File: src/fgp_consts.svh
`ifndef FGP_CONSTS_SVH
`define FGP_CONSTS_SVH

// ----------------------------------------------------------------
// word addresses on the serial programming port
// ----------------------------------------------------------------
`define FGP_ADDR_POST_AMP 8'h33
`define FGP_ADDR_TERM 8'h34
`define FGP_ADDR_POWER 8'h35
`define FGP_ADDR_DOPPLER 8'h36
`define FGP_ADDR_CH_GAIN 8'h39

// ----------------------------------------------------------------
// reset value and frame shape
// ----------------------------------------------------------------
`define FGP_WORD_RESET 16'h0000
`define FGP_FRAME_BITS 5'h18
`define FGP_ADDR_BITS 8
`define FGP_NUM_CH 8

// ----------------------------------------------------------------
// field positions
// ----------------------------------------------------------------
`define FGP_POST_AMP_GAIN_BIT 13
`define FGP_TERM_IND_HI 4
`define FGP_TERM_IND_LO 0
`define FGP_TERM_IND_EN_BIT 5
`define FGP_TERM_PRESET_HI 7
`define FGP_TERM_PRESET_LO 6
`define FGP_TERM_EN_BIT 8
`define FGP_CLAMP_HI 10
`define FGP_CLAMP_LO 9
`define FGP_INTEG_OFF_BIT 12
`define FGP_GAIN_HI 14
`define FGP_GAIN_LO 13
`define FGP_PER_CH_EN_BIT 15
`define FGP_PDN_MASK_HI 7
`define FGP_PDN_MASK_LO 0
`define FGP_LOW_NOISE_FIGURE_ENABLE_BIT 9
`define FGP_PMODE_HI 11
`define FGP_PMODE_LO 10
`define FGP_ATT_PDN_BIT 12
`define FGP_AMP_PDN_BIT 13
`define FGP_PARTIAL_BIT 14
`define FGP_COMPLETE_BIT 15
`define FGP_SUM_FB_HI 4
`define FGP_SUM_FB_LO 0
`define FGP_FAST_CLK_BIT 5

// ----------------------------------------------------------------
// resistor maps loaded for each preset (plain defaults)
// ----------------------------------------------------------------
`define FGP_MAP_50 5'h01
`define FGP_MAP_100 5'h02
`define FGP_MAP_200 5'h04
`define FGP_MAP_400 5'h08

`endif

File: src/fgp_pkg.sv
`include "fgp_consts.svh"

package fgp_pkg;
	typedef enum logic [1:0] {gain_18db, gain_24db, gain_15db, gain_rsvd} fgp_gain_e;
	typedef enum logic [1:0] {pmode_low_noise, pmode_low_power, pmode_medium, pmode_rsvd} fgp_pmode_e;
	typedef enum logic [1:0] {clamp_auto, clamp_1v5, clamp_0v825, clamp_0v6} fgp_clamp_e;
	typedef enum logic [1:0] {term_50, term_100, term_200, term_400} fgp_preset_e;
	typedef enum logic [1:0] {stage_on, stage_partial, stage_off} fgp_stage_e;

	typedef struct packed {
		logic sclk_meta;
		logic sclk_sync;
		logic sclk_prev;
		logic sdata_meta;
		logic sdata_sync;
		logic sen_n_meta;
		logic sen_n_sync;
		logic [23:0] shift;
		logic [4:0] count;
		logic wr_valid;
		logic [7:0] wr_addr;
		logic [15:0] wr_data;
	} fgp_rx_s;

	typedef struct packed {
		logic [15:0] post_amp;
		logic [15:0] term;
		logic [15:0] power;
		logic [15:0] doppler;
		logic [15:0] ch_gain;
	} fgp_store_s;

	typedef struct packed {
		logic post_amp_gain_select;
		logic term_enable;
		logic [4:0] term_resistor_map;
		logic [7:0] term_high_z;
		fgp_clamp_e input_clamp_level;
		logic input_offset_integrator_off;
		logic [7:0][1:0] input_amp_gain;
		logic [7:0] imaging_path_power_down;
		logic [7:0] doppler_path_power_down;
		logic low_noise_figure_enable;
		fgp_pmode_e power_mode;
		fgp_stage_e input_amp_pwr;
		fgp_stage_e var_attenuator_pwr;
		fgp_stage_e post_amp_pwr;
		logic [4:0] summing_amp_feedback_select;
		logic doppler_fast_clock_type;
	} fgp_dec_s;
endpackage : fgp_pkg

File: src/fgp_serial_rx.sv
`include "fgp_consts.svh"

module fgp_serial_rx (
	input wire logic clk,
	input wire logic srst,
	input wire logic spi_sclk,
	input wire logic spi_sdata,
	input wire logic spi_sen_n,
	output logic wr_valid,
	output logic [7:0] wr_addr,
	output logic [15:0] wr_data
);
	fgp_pkg::fgp_rx_s r;
	fgp_pkg::fgp_rx_s next_r;
	logic rise;

	// ----------------------------------------------------------------
	// shift in address then data, msb first, on sampled sclk rises
	// ----------------------------------------------------------------
	always_comb begin
		next_r = r;
		next_r.wr_valid = 1'b0;
		next_r.sclk_meta = spi_sclk;
		next_r.sclk_sync = r.sclk_meta;
		next_r.sclk_prev = r.sclk_sync;
		next_r.sdata_meta = spi_sdata;
		next_r.sdata_sync = r.sdata_meta;
		next_r.sen_n_meta = spi_sen_n;
		next_r.sen_n_sync = r.sen_n_meta;
		rise = r.sclk_sync & ~r.sclk_prev & ~r.sen_n_sync;
		if (r.sen_n_sync) begin
			next_r.count = 5'h00;
		end else if (rise && r.count != `FGP_FRAME_BITS) begin
			// clocks past the 24th are ignored until enable goes high
			next_r.shift = {r.shift[22:0], r.sdata_sync};
			next_r.count = r.count + 5'h01;
			if (r.count == `FGP_FRAME_BITS - 5'h01) begin
				next_r.wr_valid = 1'b1;
				next_r.wr_addr = r.shift[22:15];
				next_r.wr_data = {r.shift[14:0], r.sdata_sync};
			end
		end
	end

	always_ff @(posedge clk) begin
		if (srst) begin
			r <= '0;
			// idle the enable and the clock history so no false rise follows reset
			r.sen_n_meta <= 1'b1;
			r.sen_n_sync <= 1'b1;
			r.sclk_prev <= 1'b1;
		end else begin
			r <= next_r;
		end
	end

	assign wr_valid = r.wr_valid;
	assign wr_addr = r.wr_addr;
	assign wr_data = r.wr_data;
endmodule : fgp_serial_rx

File: src/fgp_reg_store.sv
`include "fgp_consts.svh"

module fgp_reg_store (
	input wire logic clk,
	input wire logic srst,
	input wire logic wr_valid,
	input wire logic [7:0] wr_addr,
	input wire logic [15:0] wr_data,
	output logic [15:0] word_post_amp,
	output logic [15:0] word_term,
	output logic [15:0] word_power,
	output logic [15:0] word_doppler,
	output logic [15:0] word_ch_gain
);
	fgp_pkg::fgp_store_s r;
	fgp_pkg::fgp_store_s next_r;

	// ----------------------------------------------------------------
	// whole-word writes; other addresses belong to other banks
	// ----------------------------------------------------------------
	always_comb begin
		next_r = r;
		if (wr_valid) begin
			unique case (wr_addr)
				`FGP_ADDR_POST_AMP: next_r.post_amp = wr_data;
				`FGP_ADDR_TERM: next_r.term = wr_data;
				`FGP_ADDR_POWER: next_r.power = wr_data;
				`FGP_ADDR_DOPPLER: next_r.doppler = wr_data;
				`FGP_ADDR_CH_GAIN: next_r.ch_gain = wr_data;
				default: next_r = r;
			endcase
		end
	end

	always_ff @(posedge clk) begin
		if (srst) begin
			r <= {5{`FGP_WORD_RESET}};
		end else begin
			r <= next_r;
		end
	end

	assign word_post_amp = r.post_amp;
	assign word_term = r.term;
	assign word_power = r.power;
	assign word_doppler = r.doppler;
	assign word_ch_gain = r.ch_gain;
endmodule : fgp_reg_store

File: src/fgp_front_end_cfg.sv
// Notes on behaviour
// individual resistor field applies only when enabled
// preset code picks 50/100/200/400 ohm map
// preset 00 at 15 dB means high impedance
// termination enable bit switches active termination
// clamp codes: auto, 1.5, 0.825, 0.6 Vpp
// integrator disable bit turns offset integrator off
// gain codes: 18, 24, 15 dB, 11 reserved
// per-channel enable selects per-channel gain fields
// mask bit n powers down channel n+1
// channel power-down hits active path only
// low noise figure bit enables low_noise_figure_enable mode
// power mode: low noise, low, medium, reserved
// attenuator/post-amp power-down affects those two only
// input amp power-down affects input amp only
// partial power-down puts three stages partially down
// complete power-down wins over partial power-down
// summing amp feedback field passes to amplifier
// fast clock type: differential or CMOS
// per-channel gains from word 0x39, two bits each
// host writes one 24-clock frame per word
// host writes zero into reserved fields
// all fields reset to zero; post-amp 24/30 dB
// outputs static, decoded on own clock after frame
`include "fgp_consts.svh"

module fgp_front_end_cfg (
	input wire logic clk,
	input wire logic srst,
	input wire logic spi_sclk,
	input wire logic spi_sdata,
	input wire logic spi_sen_n,
	input wire logic doppler_mode,
	output logic post_amp_gain_select,
	output logic term_enable,
	output logic [4:0] term_resistor_map,
	output logic [7:0] term_high_z,
	output fgp_pkg::fgp_clamp_e input_clamp_level,
	output logic input_offset_integrator_off,
	output logic [15:0] input_amp_gain,
	output logic [7:0] imaging_path_power_down,
	output logic [7:0] doppler_path_power_down,
	output logic low_noise_figure_enable,
	output fgp_pkg::fgp_pmode_e power_mode,
	output fgp_pkg::fgp_stage_e input_amp_pwr,
	output fgp_pkg::fgp_stage_e var_attenuator_pwr,
	output fgp_pkg::fgp_stage_e post_amp_pwr,
	output logic [4:0] summing_amp_feedback_select,
	output logic doppler_fast_clock_type
);
	logic wr_valid;
	logic [7:0] wr_addr;
	logic [15:0] wr_data;
	logic [15:0] word_post_amp;
	logic [15:0] word_term;
	logic [15:0] word_power;
	logic [15:0] word_doppler;
	logic [15:0] word_ch_gain;
	fgp_pkg::fgp_dec_s r;
	fgp_pkg::fgp_dec_s next_r;

	// ----------------------------------------------------------------
	// serial port and stored words
	// ----------------------------------------------------------------
	fgp_serial_rx u_rx (
		.clk(clk),
		.srst(srst),
		.spi_sclk(spi_sclk),
		.spi_sdata(spi_sdata),
		.spi_sen_n(spi_sen_n),
		.wr_valid(wr_valid),
		.wr_addr(wr_addr),
		.wr_data(wr_data)
	);

	fgp_reg_store u_store (
		.clk(clk),
		.srst(srst),
		.wr_valid(wr_valid),
		.wr_addr(wr_addr),
		.wr_data(wr_data),
		.word_post_amp(word_post_amp),
		.word_term(word_term),
		.word_power(word_power),
		.word_doppler(word_doppler),
		.word_ch_gain(word_ch_gain)
	);

	// ----------------------------------------------------------------
	// decode helpers
	// ----------------------------------------------------------------
	function automatic logic [1:0] ch_gain_code(input logic per_ch_en, input logic [1:0] global_code,
			input logic [15:0] ch_word, input int ch);
		logic [1:0] code;
		code = global_code;
		if (per_ch_en) begin
			code = ch_word[2 * ch +: 2]; // see
		end
		return code;
	endfunction : ch_gain_code

	function automatic logic [4:0] preset_map(input fgp_pkg::fgp_preset_e preset);
		logic [4:0] map;
		map = `FGP_MAP_50;
		unique case (preset)
			fgp_pkg::term_50: map = `FGP_MAP_50;
			fgp_pkg::term_100: map = `FGP_MAP_100;
			fgp_pkg::term_200: map = `FGP_MAP_200;
			fgp_pkg::term_400: map = `FGP_MAP_400;
		endcase
		return map;
	endfunction : preset_map

	// a stage is fully off if the complete bit or its own bit is set, since
	// a full shutdown is deeper than the fast-wake partial state
	function automatic fgp_pkg::fgp_stage_e stage_state(input logic complete, input logic own_off,
			input logic partial);
		fgp_pkg::fgp_stage_e st;
		st = fgp_pkg::stage_on;
		if (complete || own_off) begin
			st = fgp_pkg::stage_off;
		end else if (partial) begin
			st = fgp_pkg::stage_partial;
		end
		return st;
	endfunction : stage_state

	// ----------------------------------------------------------------
	// decode of the stored words
	// ----------------------------------------------------------------
	always_comb begin
		logic [1:0] gain;
		logic [7:0] mask;
		fgp_pkg::fgp_preset_e preset;
		gain = 2'h0;
		mask = word_power[`FGP_PDN_MASK_HI:`FGP_PDN_MASK_LO];
		preset = fgp_pkg::fgp_preset_e'(word_term[`FGP_TERM_PRESET_HI:`FGP_TERM_PRESET_LO]);
		next_r = r;
		next_r.post_amp_gain_select = word_post_amp[`FGP_POST_AMP_GAIN_BIT];
		next_r.term_enable = word_term[`FGP_TERM_EN_BIT];
		if (word_term[`FGP_TERM_IND_EN_BIT]) begin
			next_r.term_resistor_map = word_term[`FGP_TERM_IND_HI:`FGP_TERM_IND_LO];
		end else begin
			next_r.term_resistor_map = preset_map(preset);
		end
		for (int ch = 0; ch < `FGP_NUM_CH; ch++) begin
			gain = ch_gain_code(word_term[`FGP_PER_CH_EN_BIT], word_term[`FGP_GAIN_HI:`FGP_GAIN_LO],
				word_ch_gain, ch);
			next_r.input_amp_gain[ch] = gain;
			// 50 ohm is not available at 15 dB, so that code falls back to high impedance
			next_r.term_high_z[ch] = (gain == fgp_pkg::gain_15db) && (preset == fgp_pkg::term_50);
		end
		next_r.input_clamp_level = fgp_pkg::fgp_clamp_e'(word_term[`FGP_CLAMP_HI:`FGP_CLAMP_LO]);
		next_r.input_offset_integrator_off = word_term[`FGP_INTEG_OFF_BIT];
		if (doppler_mode) begin
			next_r.imaging_path_power_down = 8'h00;
			next_r.doppler_path_power_down = mask;
		end else begin
			next_r.imaging_path_power_down = mask;
			next_r.doppler_path_power_down = 8'h00;
		end
		next_r.low_noise_figure_enable = word_power[`FGP_LOW_NOISE_FIGURE_ENABLE_BIT];
		next_r.power_mode = fgp_pkg::fgp_pmode_e'(word_power[`FGP_PMODE_HI:`FGP_PMODE_LO]);
		next_r.input_amp_pwr = stage_state(word_power[`FGP_COMPLETE_BIT], word_power[`FGP_AMP_PDN_BIT],
			word_power[`FGP_PARTIAL_BIT]);
		next_r.var_attenuator_pwr = stage_state(word_power[`FGP_COMPLETE_BIT], word_power[`FGP_ATT_PDN_BIT],
			word_power[`FGP_PARTIAL_BIT]);
		next_r.post_amp_pwr = stage_state(word_power[`FGP_COMPLETE_BIT], word_power[`FGP_ATT_PDN_BIT],
			word_power[`FGP_PARTIAL_BIT]);
		next_r.summing_amp_feedback_select = word_doppler[`FGP_SUM_FB_HI:`FGP_SUM_FB_LO];
		next_r.doppler_fast_clock_type = word_doppler[`FGP_FAST_CLK_BIT];
	end

	// decoded outputs hold between writes, except the path power-downs, which also follow doppler_mode; changes land one clock after the store
	always_ff @(posedge clk) begin
		if (srst) begin
			r <= '0;
		end else begin
			r <= next_r;
		end
	end

	assign post_amp_gain_select = r.post_amp_gain_select;
	assign term_enable = r.term_enable;
	assign term_resistor_map = r.term_resistor_map;
	assign term_high_z = r.term_high_z;
	assign input_clamp_level = r.input_clamp_level;
	assign input_offset_integrator_off = r.input_offset_integrator_off;
	assign input_amp_gain = r.input_amp_gain;
	assign imaging_path_power_down = r.imaging_path_power_down;
	assign doppler_path_power_down = r.doppler_path_power_down;
	assign low_noise_figure_enable = r.low_noise_figure_enable;
	assign power_mode = r.power_mode;
	assign input_amp_pwr = r.input_amp_pwr;
	assign var_attenuator_pwr = r.var_attenuator_pwr;
	assign post_amp_pwr = r.post_amp_pwr;
	assign summing_amp_feedback_select = r.summing_amp_feedback_select;
	assign doppler_fast_clock_type = r.doppler_fast_clock_type;
endmodule : fgp_front_end_cfg

File: config.mk
export PLATFORM = sky130hd
export DESIGN_NAME = fgp_front_end_cfg
export DESIGN_NICKNAME = d
export VERILOG_FILES = /design/src/fgp_pkg.sv /design/src/fgp_serial_rx.sv /design/src/fgp_reg_store.sv /design/src/fgp_front_end_cfg.sv
export VERILOG_INCLUDE_DIRS = /design/src
export SDC_FILE = /design/constraint.sdc
export NUM_CORES = 1
export LEC_CHECK = 0
export ABC_AREA = 1
export BUFFER_PORTS_ARGS = -buffer_cell sky130_fd_sc_hd__buf_2
export CAP_MARGIN = 20
export CELL_PAD_IN_SITES_DETAIL_PLACEMENT = 0
export CELL_PAD_IN_SITES_GLOBAL_PLACEMENT = 2
export CORE_ASPECT_RATIO = 0.5
export CORE_MARGIN = 2
export CORE_UTILIZATION = 35
export DETAILED_ROUTE_END_ITERATION = 8
export GPL_TIMING_DRIVEN = 0
export PLACE_DENSITY_LB_ADDON = 0.05
export SKIP_LAST_GASP = 1
export SYNTH_ARGS = -nofsm -noshare
export SYNTH_HDL_FRONTEND = slang
export SYNTH_SLANG_ARGS = --single-unit
File: constraint.sdc
create_clock -name clk -period 2.7 [get_ports clk]
set_input_delay 0.135 -clock clk [delete_from_list [all_inputs] [get_ports clk]]
set_output_delay 0.135 -clock clk [all_outputs]
set_load 0.02 [all_outputs]
==> results of run 1 <==
==> metrics by stage <==
stage	total power, uW	util	setup WS, ns	hold slack (ns)
6_report	5120	0.425	0.903	0.122
4_1_cts	5190	0.425	0.887	0.120
5_1_grt	5320	0.425	0.685	0.163
3_5_place_dp	2770	0.392	0.900	0.323
3_3_place_gp	2770	0.392	0.899	0.318
2_1_floorplan	2730	-	1.33	0.239
==> how the worst max path moves through the flow <==
stage	start	endpoint	slack, ns	cells after the start
after detailed placement	u_rx.r[25]$_SDFFE_PP0P_	u_rx.wr_data[14]$_SDFFE_PP0P_	0.90	9
after floorplan	u_rx.r[25]$_SDFFE_PP0P_	u_rx.wr_data[12]$_SDFFE_PP0P_	1.33	9
after global placement	u_rx.r[25]$_SDFFE_PP0P_	u_rx.wr_data[14]$_SDFFE_PP0P_	0.90	9
after global routing	u_rx.r[25]$_SDFFE_PP0P_	u_rx.wr_data[12]$_SDFFE_PP0P_	0.69	9
after CTS	u_rx.r[25]$_SDFFE_PP0P_	u_rx.wr_data[14]$_SDFFE_PP0P_	0.89	9
final	u_rx.r[25]$_SDFFE_PP0P_	u_rx.wr_data[13]$_SDFFE_PP0P_	0.90	9
==> flip-flops by register name, indices dropped and copies added (netlist names), 2 cells and up <==
name and cells:
power_mode 2, doppler_path_power_down 8, input_amp_gain 16, summing_amp_feedback_select 5, imaging_path_power_down 8, u_rx.wr_data 16
u_rx.r 31, input_amp_pwr 2, u_rx.wr_addr 8, term_resistor_map 5, u_store.word_ch_gain 16, u_rx.next_r 4
u_store.word_power 15, term_high_z 8, u_store.word_doppler 6, post_amp_pwr 2, u_store.word_term 15, input_clamp_level 2
==> power by group <==
group | internal (uW) | switching, uW | total, uW
logic | 29.3 | 74.3 | 104
clock network | 1260 | 1150 | 2410
registers | 2600 | 4.05 | 2610
total | 3890 | 1230 | 5120
==> cells in the mapped netlist <==
library cell    n  share of area
inv_1         129          0.074
nand3_4         1         0.0027
nor2_4          3         0.0052
nand4_2         1         0.0019
buf_1           7         0.0040
nand3_1        30          0.023
o21ai_0        10         0.0076
clkbuf_1       14         0.0080
a31oi_1         1        0.00095
ha_1            2         0.0038
a211oi_1        1         0.0011
nand2_1       206           0.12
nor2_1        221           0.13
buf_6           2         0.0034
nor4_1          2         0.0019
buf_2          18          0.014
o21ai_1        17          0.013
nor3_1          9         0.0069
or2_2           4         0.0038
a21oi_1        17          0.013
dfxtp_1       176           0.54
nor2_2          3         0.0029
inv_2           5         0.0029
buf_4           4         0.0046
nand2_2         2         0.0019
nand4_1        19          0.018
==> cell type report <==
cell class	instances	area, sq um	area share
Sequential cell	176	3520	0.450
Multi-Input combinational cell	549	2310	0.295
Inverter	134	503	0.0643
Clock buffer	18	439	0.0561
Timing Repair Buffer	73	380	0.0486
Tap cell	240	300	0.0384
Buffer	45	221	0.0283
Clock inverter	14	146	0.0187
==> worst register-to-register path, stage by stage, from the launching register on <==
cell,delay [ns]
dfxtp_1,0.40
inv_1,0.08
ha_1,0.23
nand2_1,0.08
nor2_1,0.05
nor2_2,0.26
buf_2,0.30
nand3_1,0.16
nand2_1,0.10
nor2_1,0.04
==> routing by layer <==
| layer | routed length (um) | global-route usage | vias up |
|---|---|---|---|
| li1 | - | - | 2890 |
| met1 | 9850 | 0.277 | 2309 |
| met2 | 6010 | 0.244 | 87 |
| met3 | 623 | 0.0368 | 11 |
| met4 | 205 | 0.0561 | 0 |
| met5 | 0 | 0 | - |
==> timing repair <==
action                                  CTS  global route
endpoints found under the hold margin     3             0
endpoints found under the setup margin    0             0
hold buffers                              3             0
gates resized for setup                   0             0
==> kinds of logic after synthesis <==
| group | Yosys count | share of synthesized area |
|---|---|---|
| and+or+nand+nor | 501 | 0.313 |
| buffers and inverters | 179 | 0.110 |
| DFF | 176 | 0.537 |
| AOI/OAI and AO/OA | 46 | 0.0357 |
| adders and majority gates | 2 | 0.00382 |
==> flow_metrics.tcl, run 1 <==
set metrics [dict create \
    status "finished clean" \
    hp-start "doppler_mode" \
    ioPinCount 71 \
    max-vdd-ir-drop_mv 0.431 \
    slew_viol_final 0 \
    vias 5297 \
    stdcell_area_sq_um 7820 \
    tightest_slew_ns 0.636 \
    cts-root-buf "clkbuf_16" \
    grt_pass1_vias 4912 \
    holdPathStages 3 \
    syn-num-nets 912 \
    fp.dieW_um 198 \
    wl_um 16700 \
    synth.distinct_cells 26 \
    cts.path.max_buffers 2 \
    finalCriticalPeriod_ns 1.80 \
    clk_pin_slew_worst_paths_ns 0.07 \
    min_path_type "in2reg" \
    post_cts_buffers 0 \
    min_to "doppler_path_power_down[0]$_SDFF_PP0_" \
    fin_skew_ns 0.0123 \
    antennaDiodeCount 0 \
    slowest_delay_ns 0.40 \
    cap_violations 0 \
    dieArea_sq_um 19900 \
    gr-total-overflow 0 \
    syn_to_final_growth_pct 19.3 \
    worst-path-max-fanout 10 \
    cp_top_family "simple AND/OR/NAND/NOR gates" \
    tritoncts "yes" \
    syn_area_sq_um 6560 \
    drc 0 \
    path_cells "inv_1 > ha_1 > nand2_1 > nor2_1 > nor2_2 > buf_2 > nand3_1 > nand2_1 > nor2_1" \
    reg2reg_slack_ns 0.90 \
    wl_per_cell_um 13.4 \
    core_sq_um 18400 \
    antenna_found_initial 0 \
    ys_ff_latch 176 \
    dieHeight_um 101 \
    clk_latency_ns 0.43 \
    fin_nets 1004 \
    criticalPathCategory "reg2reg" \
    setup_viol 0 \
    hold_violations 0 \
    period_share 0.666 \
    fill_cells 1969 \
    cp_slowest_cell "dfxtp_1" \
    numCtsBuffers 17 \
    ys_seq_area_frac 0.537 \
    r2r-end "u_rx.wr_data[13]$_SDFFE_PP0P_" \
    ff2ff_path_depth 9 \
    leakagePower_uw 0.00386 \
    p_per_area_nw_per_um2 655 \
    port_buffers 70 \
    postRouteAntennaNets 0 \
    final_cells 1249 \
    gp_congestion 0.758 \
    grt_pass1_wl_um 26900 \
    end_kind "register" \
    tns_ns 0 \
    fmaxAchievable_ghz 0.556 \
    r2r_start "u_rx.r[25]$_SDFFE_PP0P_" \
    final_common_cell "nor2_1" \
    ctsHtreeMaxLevel 4 \
    syn_inst 904 \
    rsz0062_at_grt "false" \
    globalRouteTotalUtil 0.179 \
    critPathBufInv 2 \
    crit_arrival_ns 2.12 \
    layout-drive-gt1-share 0.144 \
    layout_common_cells "nor2_1 (221), nand2_1 (206), dfxtp_1 (176)" \
    grt_max_degree 19 \
    syn_area_per_cell_sq_um 7.25 \
    start_util 0.356 \
    dp_cells 1214 \
    cp-start-kind "register" \
    cp_data_required_time_ns 3.02 \
    drt_iter0_markers 279 \
    cts_sinks 176 \
    firstDrtPassIters 5 \
    postPlaceCellArea_sq_um 7210 \
    slew-limit-headroom 0.576 \
    via_per_inst 4.24 \
    dp_hpwl_um 12500 \
    yosys_warnings 0 \
    rows 35 \
]
Power figures use the tool's default switching activity.
==> inputs of run 2 (changes only) <==
--- a/config.mk
+++ b/config.mk
@@ -13,7 +13,7 @@
 export CELL_PAD_IN_SITES_GLOBAL_PLACEMENT = 2
 export CORE_ASPECT_RATIO = 0.5
 export CORE_MARGIN = 2
-export CORE_UTILIZATION = 35
+export CORE_UTILIZATION = 30
 export DETAILED_ROUTE_END_ITERATION = 8
 export GPL_TIMING_DRIVEN = 0
 export PLACE_DENSITY_LB_ADDON = 0.05
==> constraint.sdc (replaced) <==
create_clock -name clk -period 1.6 [get_ports clk]
set_input_delay 0.08 -clock clk [delete_from_list [all_inputs] [get_ports clk]]
set_output_delay 0.08 -clock clk [all_outputs]
set_load 0.02 [all_outputs]
==> run 2 against run 1 <==
  * Non-clock buffer count rose by 6
  * Register-to-register slack got worse by 0.83 ns
  * Sequential cell count did not move
  * Sequential share of layout area fell by 1.1 points
  * Global-route usage fell by 1.6 points
  * Clock power rose by 83%
  * Sequential power rose by 69%
  * Total power rose by 75%
  * Critical path depth did not move
  * Setup slack got worse by 0.83 ns
  * Maximum frequency rose by 18%
  * Critical path type unchanged
  * Largest cell class unchanged
  * Largest power group unchanged
==> flow_metrics.tcl, run 2 (same netlist as run 1, synthesis figures left out) <==
set metrics [dict create \
    status "finished clean" \
    setup_viol 0 \
    numCtsBuffers 17 \
    min_to "doppler_path_power_down[1]$_SDFF_PP0_" \
    clk_pin_slew_worst_paths_ns 0.07 \
    postRouteAntennaNets 0 \
    fin_skew_ns 0.00878 \
    place_ws_ns -0.214 \
    fp.dieW_um 213 \
    holdPathStages 3 \
    cts_sinks 176 \
    globalRouteTotalUtil 0.163 \
    cap_violations 0 \
    finalCriticalPeriod_ns 1.53 \
    grt_max_degree 17 \
    cts.path.max_buffers 2 \
    top_register "u_rx.r" \
    cp_data_required_time_ns 1.95 \
    leakagePower_uw 0.00393 \
    syn_to_final_growth_pct 22.4 \
    max-vdd-ir-drop_mv 0.616 \
    path_cells "inv_1 > ha_1 > nand2_1 > nor2_1 > nor2_4 > buf_6 > nand3_1 > nand2_1 > nor2_1" \
    final_cells 1315 \
    tightest_slew_ns 0.676 \
    antenna_found_initial 0 \
    antennaDiodeCount 0 \
    wl_um 17500 \
    cp_slowest_cell "dfxtp_2" \
    fin_nets 1010 \
    start_util 0.304 \
    slowest_delay_ns 0.37 \
    wl_per_cell_um 13.3 \
    port_buffers 70 \
    r2r_start "u_rx.r[25]$_SDFFE_PP0P_" \
    via_per_inst 4.04 \
    tns_ns 0 \
    gp_congestion 0.754 \
    period_share 0.956 \
    crit_arrival_ns 1.88 \
    clk_latency_ns 0.45 \
    grt_pass1_vias 4820 \
    slew-limit-headroom 0.550 \
    ctsHtreeMaxLevel 4 \
    worst-path-max-fanout 10 \
    final_common_cell "nor2_1" \
    rsz0062_at_grt "true" \
    fmaxAchievable_ghz 0.654 \
    hold_violations 0 \
    min_path_type "in2reg" \
    slew_viol_final 0 \
    gr-total-overflow 0 \
    reg2reg_slack_ns 0.07 \
    cts-root-buf "clkbuf_16" \
    criticalPathCategory "reg2reg" \
    hp-start "doppler_mode" \
    worst_slack_ns 0.0703 \
    layout-drive-gt1-share 0.155 \
    core_sq_um 21500 \
    critPathBufInv 2 \
    dieArea_sq_um 23100 \
    rows 38 \
    p_per_area_nw_per_um2 1120 \
    r2r-end "u_rx.wr_data[14]$_SDFFE_PP0P_" \
    drc 0 \
    firstDrtPassIters 5 \
    dp_hpwl_um 13100 \
    cp_top_family "simple AND/OR/NAND/NOR gates" \
    end_kind "register" \
    dp_cells 1274 \
    ff2ff_path_depth 9 \
    drt_iter0_markers 237 \
    tritoncts "yes" \
    dieHeight_um 109 \
    stdcell_area_sq_um 8020 \
    largest_reg_flops 31 \
    cp-start-kind "register" \
    utilization 0.373 \
    grt_pass1_wl_um 27600 \
    ioPinCount 71 \
    postPlaceCellArea_sq_um 7280 \
    layout_common_cells "nor2_1 (221), nand2_1 (206), dfxtp_1 (174)" \
    vias 5307 \
]
==> run 2: changes by cell type in the layout (fill, tap and decap cells not counted), sizes merged <==
cell and change:
clkinvlp -3, bufinv +3, clkbuf +4, inv -3, buf +5
==> run 2: final cells by class <==
type,count,area [sq um]
Multi-Input combinational cell,549,2330
Sequential cell,176,3530
Clock inverter,11,153
Buffer,45,245
Tap cell,300,375
Inverter,134,503
Clock buffer,21,470
Timing Repair Buffer,79,425
Fill cell,2379,13500
==> run 2: repair_timing <==
action	4_1_cts	5_1_grt
setup buffers	1	5
gates resized for setup	6	13
hold buffers	3	0
hold endpoints to repair	3	0
setup endpoints to repair	50	48
pin swaps	1	2
gates cloned	0	0
==> run 2: worst max-delay path by stage <==
stage	endpoint	slack, ns	cells after the start	startpoint
6_report	u_rx.wr_data[14]$_SDFFE_PP0P_	0.07	9	u_rx.r[25]$_SDFFE_PP0P_
4_1_cts	u_rx.wr_addr[4]$_SDFFE_PP0P_	0.006	8	u_rx.r[26]$_SDFFE_PP0P_
3_5_place_dp	u_rx.wr_data[14]$_SDFFE_PP0P_	-0.21	9	u_rx.r[25]$_SDFFE_PP0P_
2_1_floorplan	u_rx.wr_data[12]$_SDFFE_PP0P_	0.23	9	u_rx.r[25]$_SDFFE_PP0P_
5_1_grt	u_rx.wr_data[3]$_SDFFE_PP0P_	-0.02	9	u_rx.r[25]$_SDFFE_PP0P_
3_3_place_gp	u_rx.wr_data[14]$_SDFFE_PP0P_	-0.24	9	u_rx.r[25]$_SDFFE_PP0P_
==> run 2: per-layer routing <==
layer | GRT usage | vias up | share of wire
met5 | 0 | - | 0
met4 | 0.0659 | 0 | 0.017
met3 | 0.0372 | 19 | 0.045
met2 | 0.209 | 83 | 0.36
met1 | 0.253 | 2312 | 0.58
li1 | - | 2893 | -
==> run 2: metrics by stage <==
| step | power, uW | hold WS (ns) |
|---|---|---|
| 3_5_place_dp | 4670 | 0.270 |
| 5_1_grt | 9340 | 0.0897 |
| 3_3_place_gp | 4670 | 0.263 |
| 6_report | 8980 | 0.0492 |
| 4_1_cts | 9130 | 0.0435 |
| 2_1_floorplan | 4610 | 0.184 |
==> run 2: worst min-delay path, stage by stage <==
cell and delay (ns):
buf_2 0.08, nand2_1 0.17, nor2_1 0.12
==> run 2: report_power, final <==
group / total (uW) / internal, uW / switching, uW
clock network: 4400 / 2600 / 1810
registers: 4400 / 4390 / 6.88
logic: 177 / 50.1 / 127
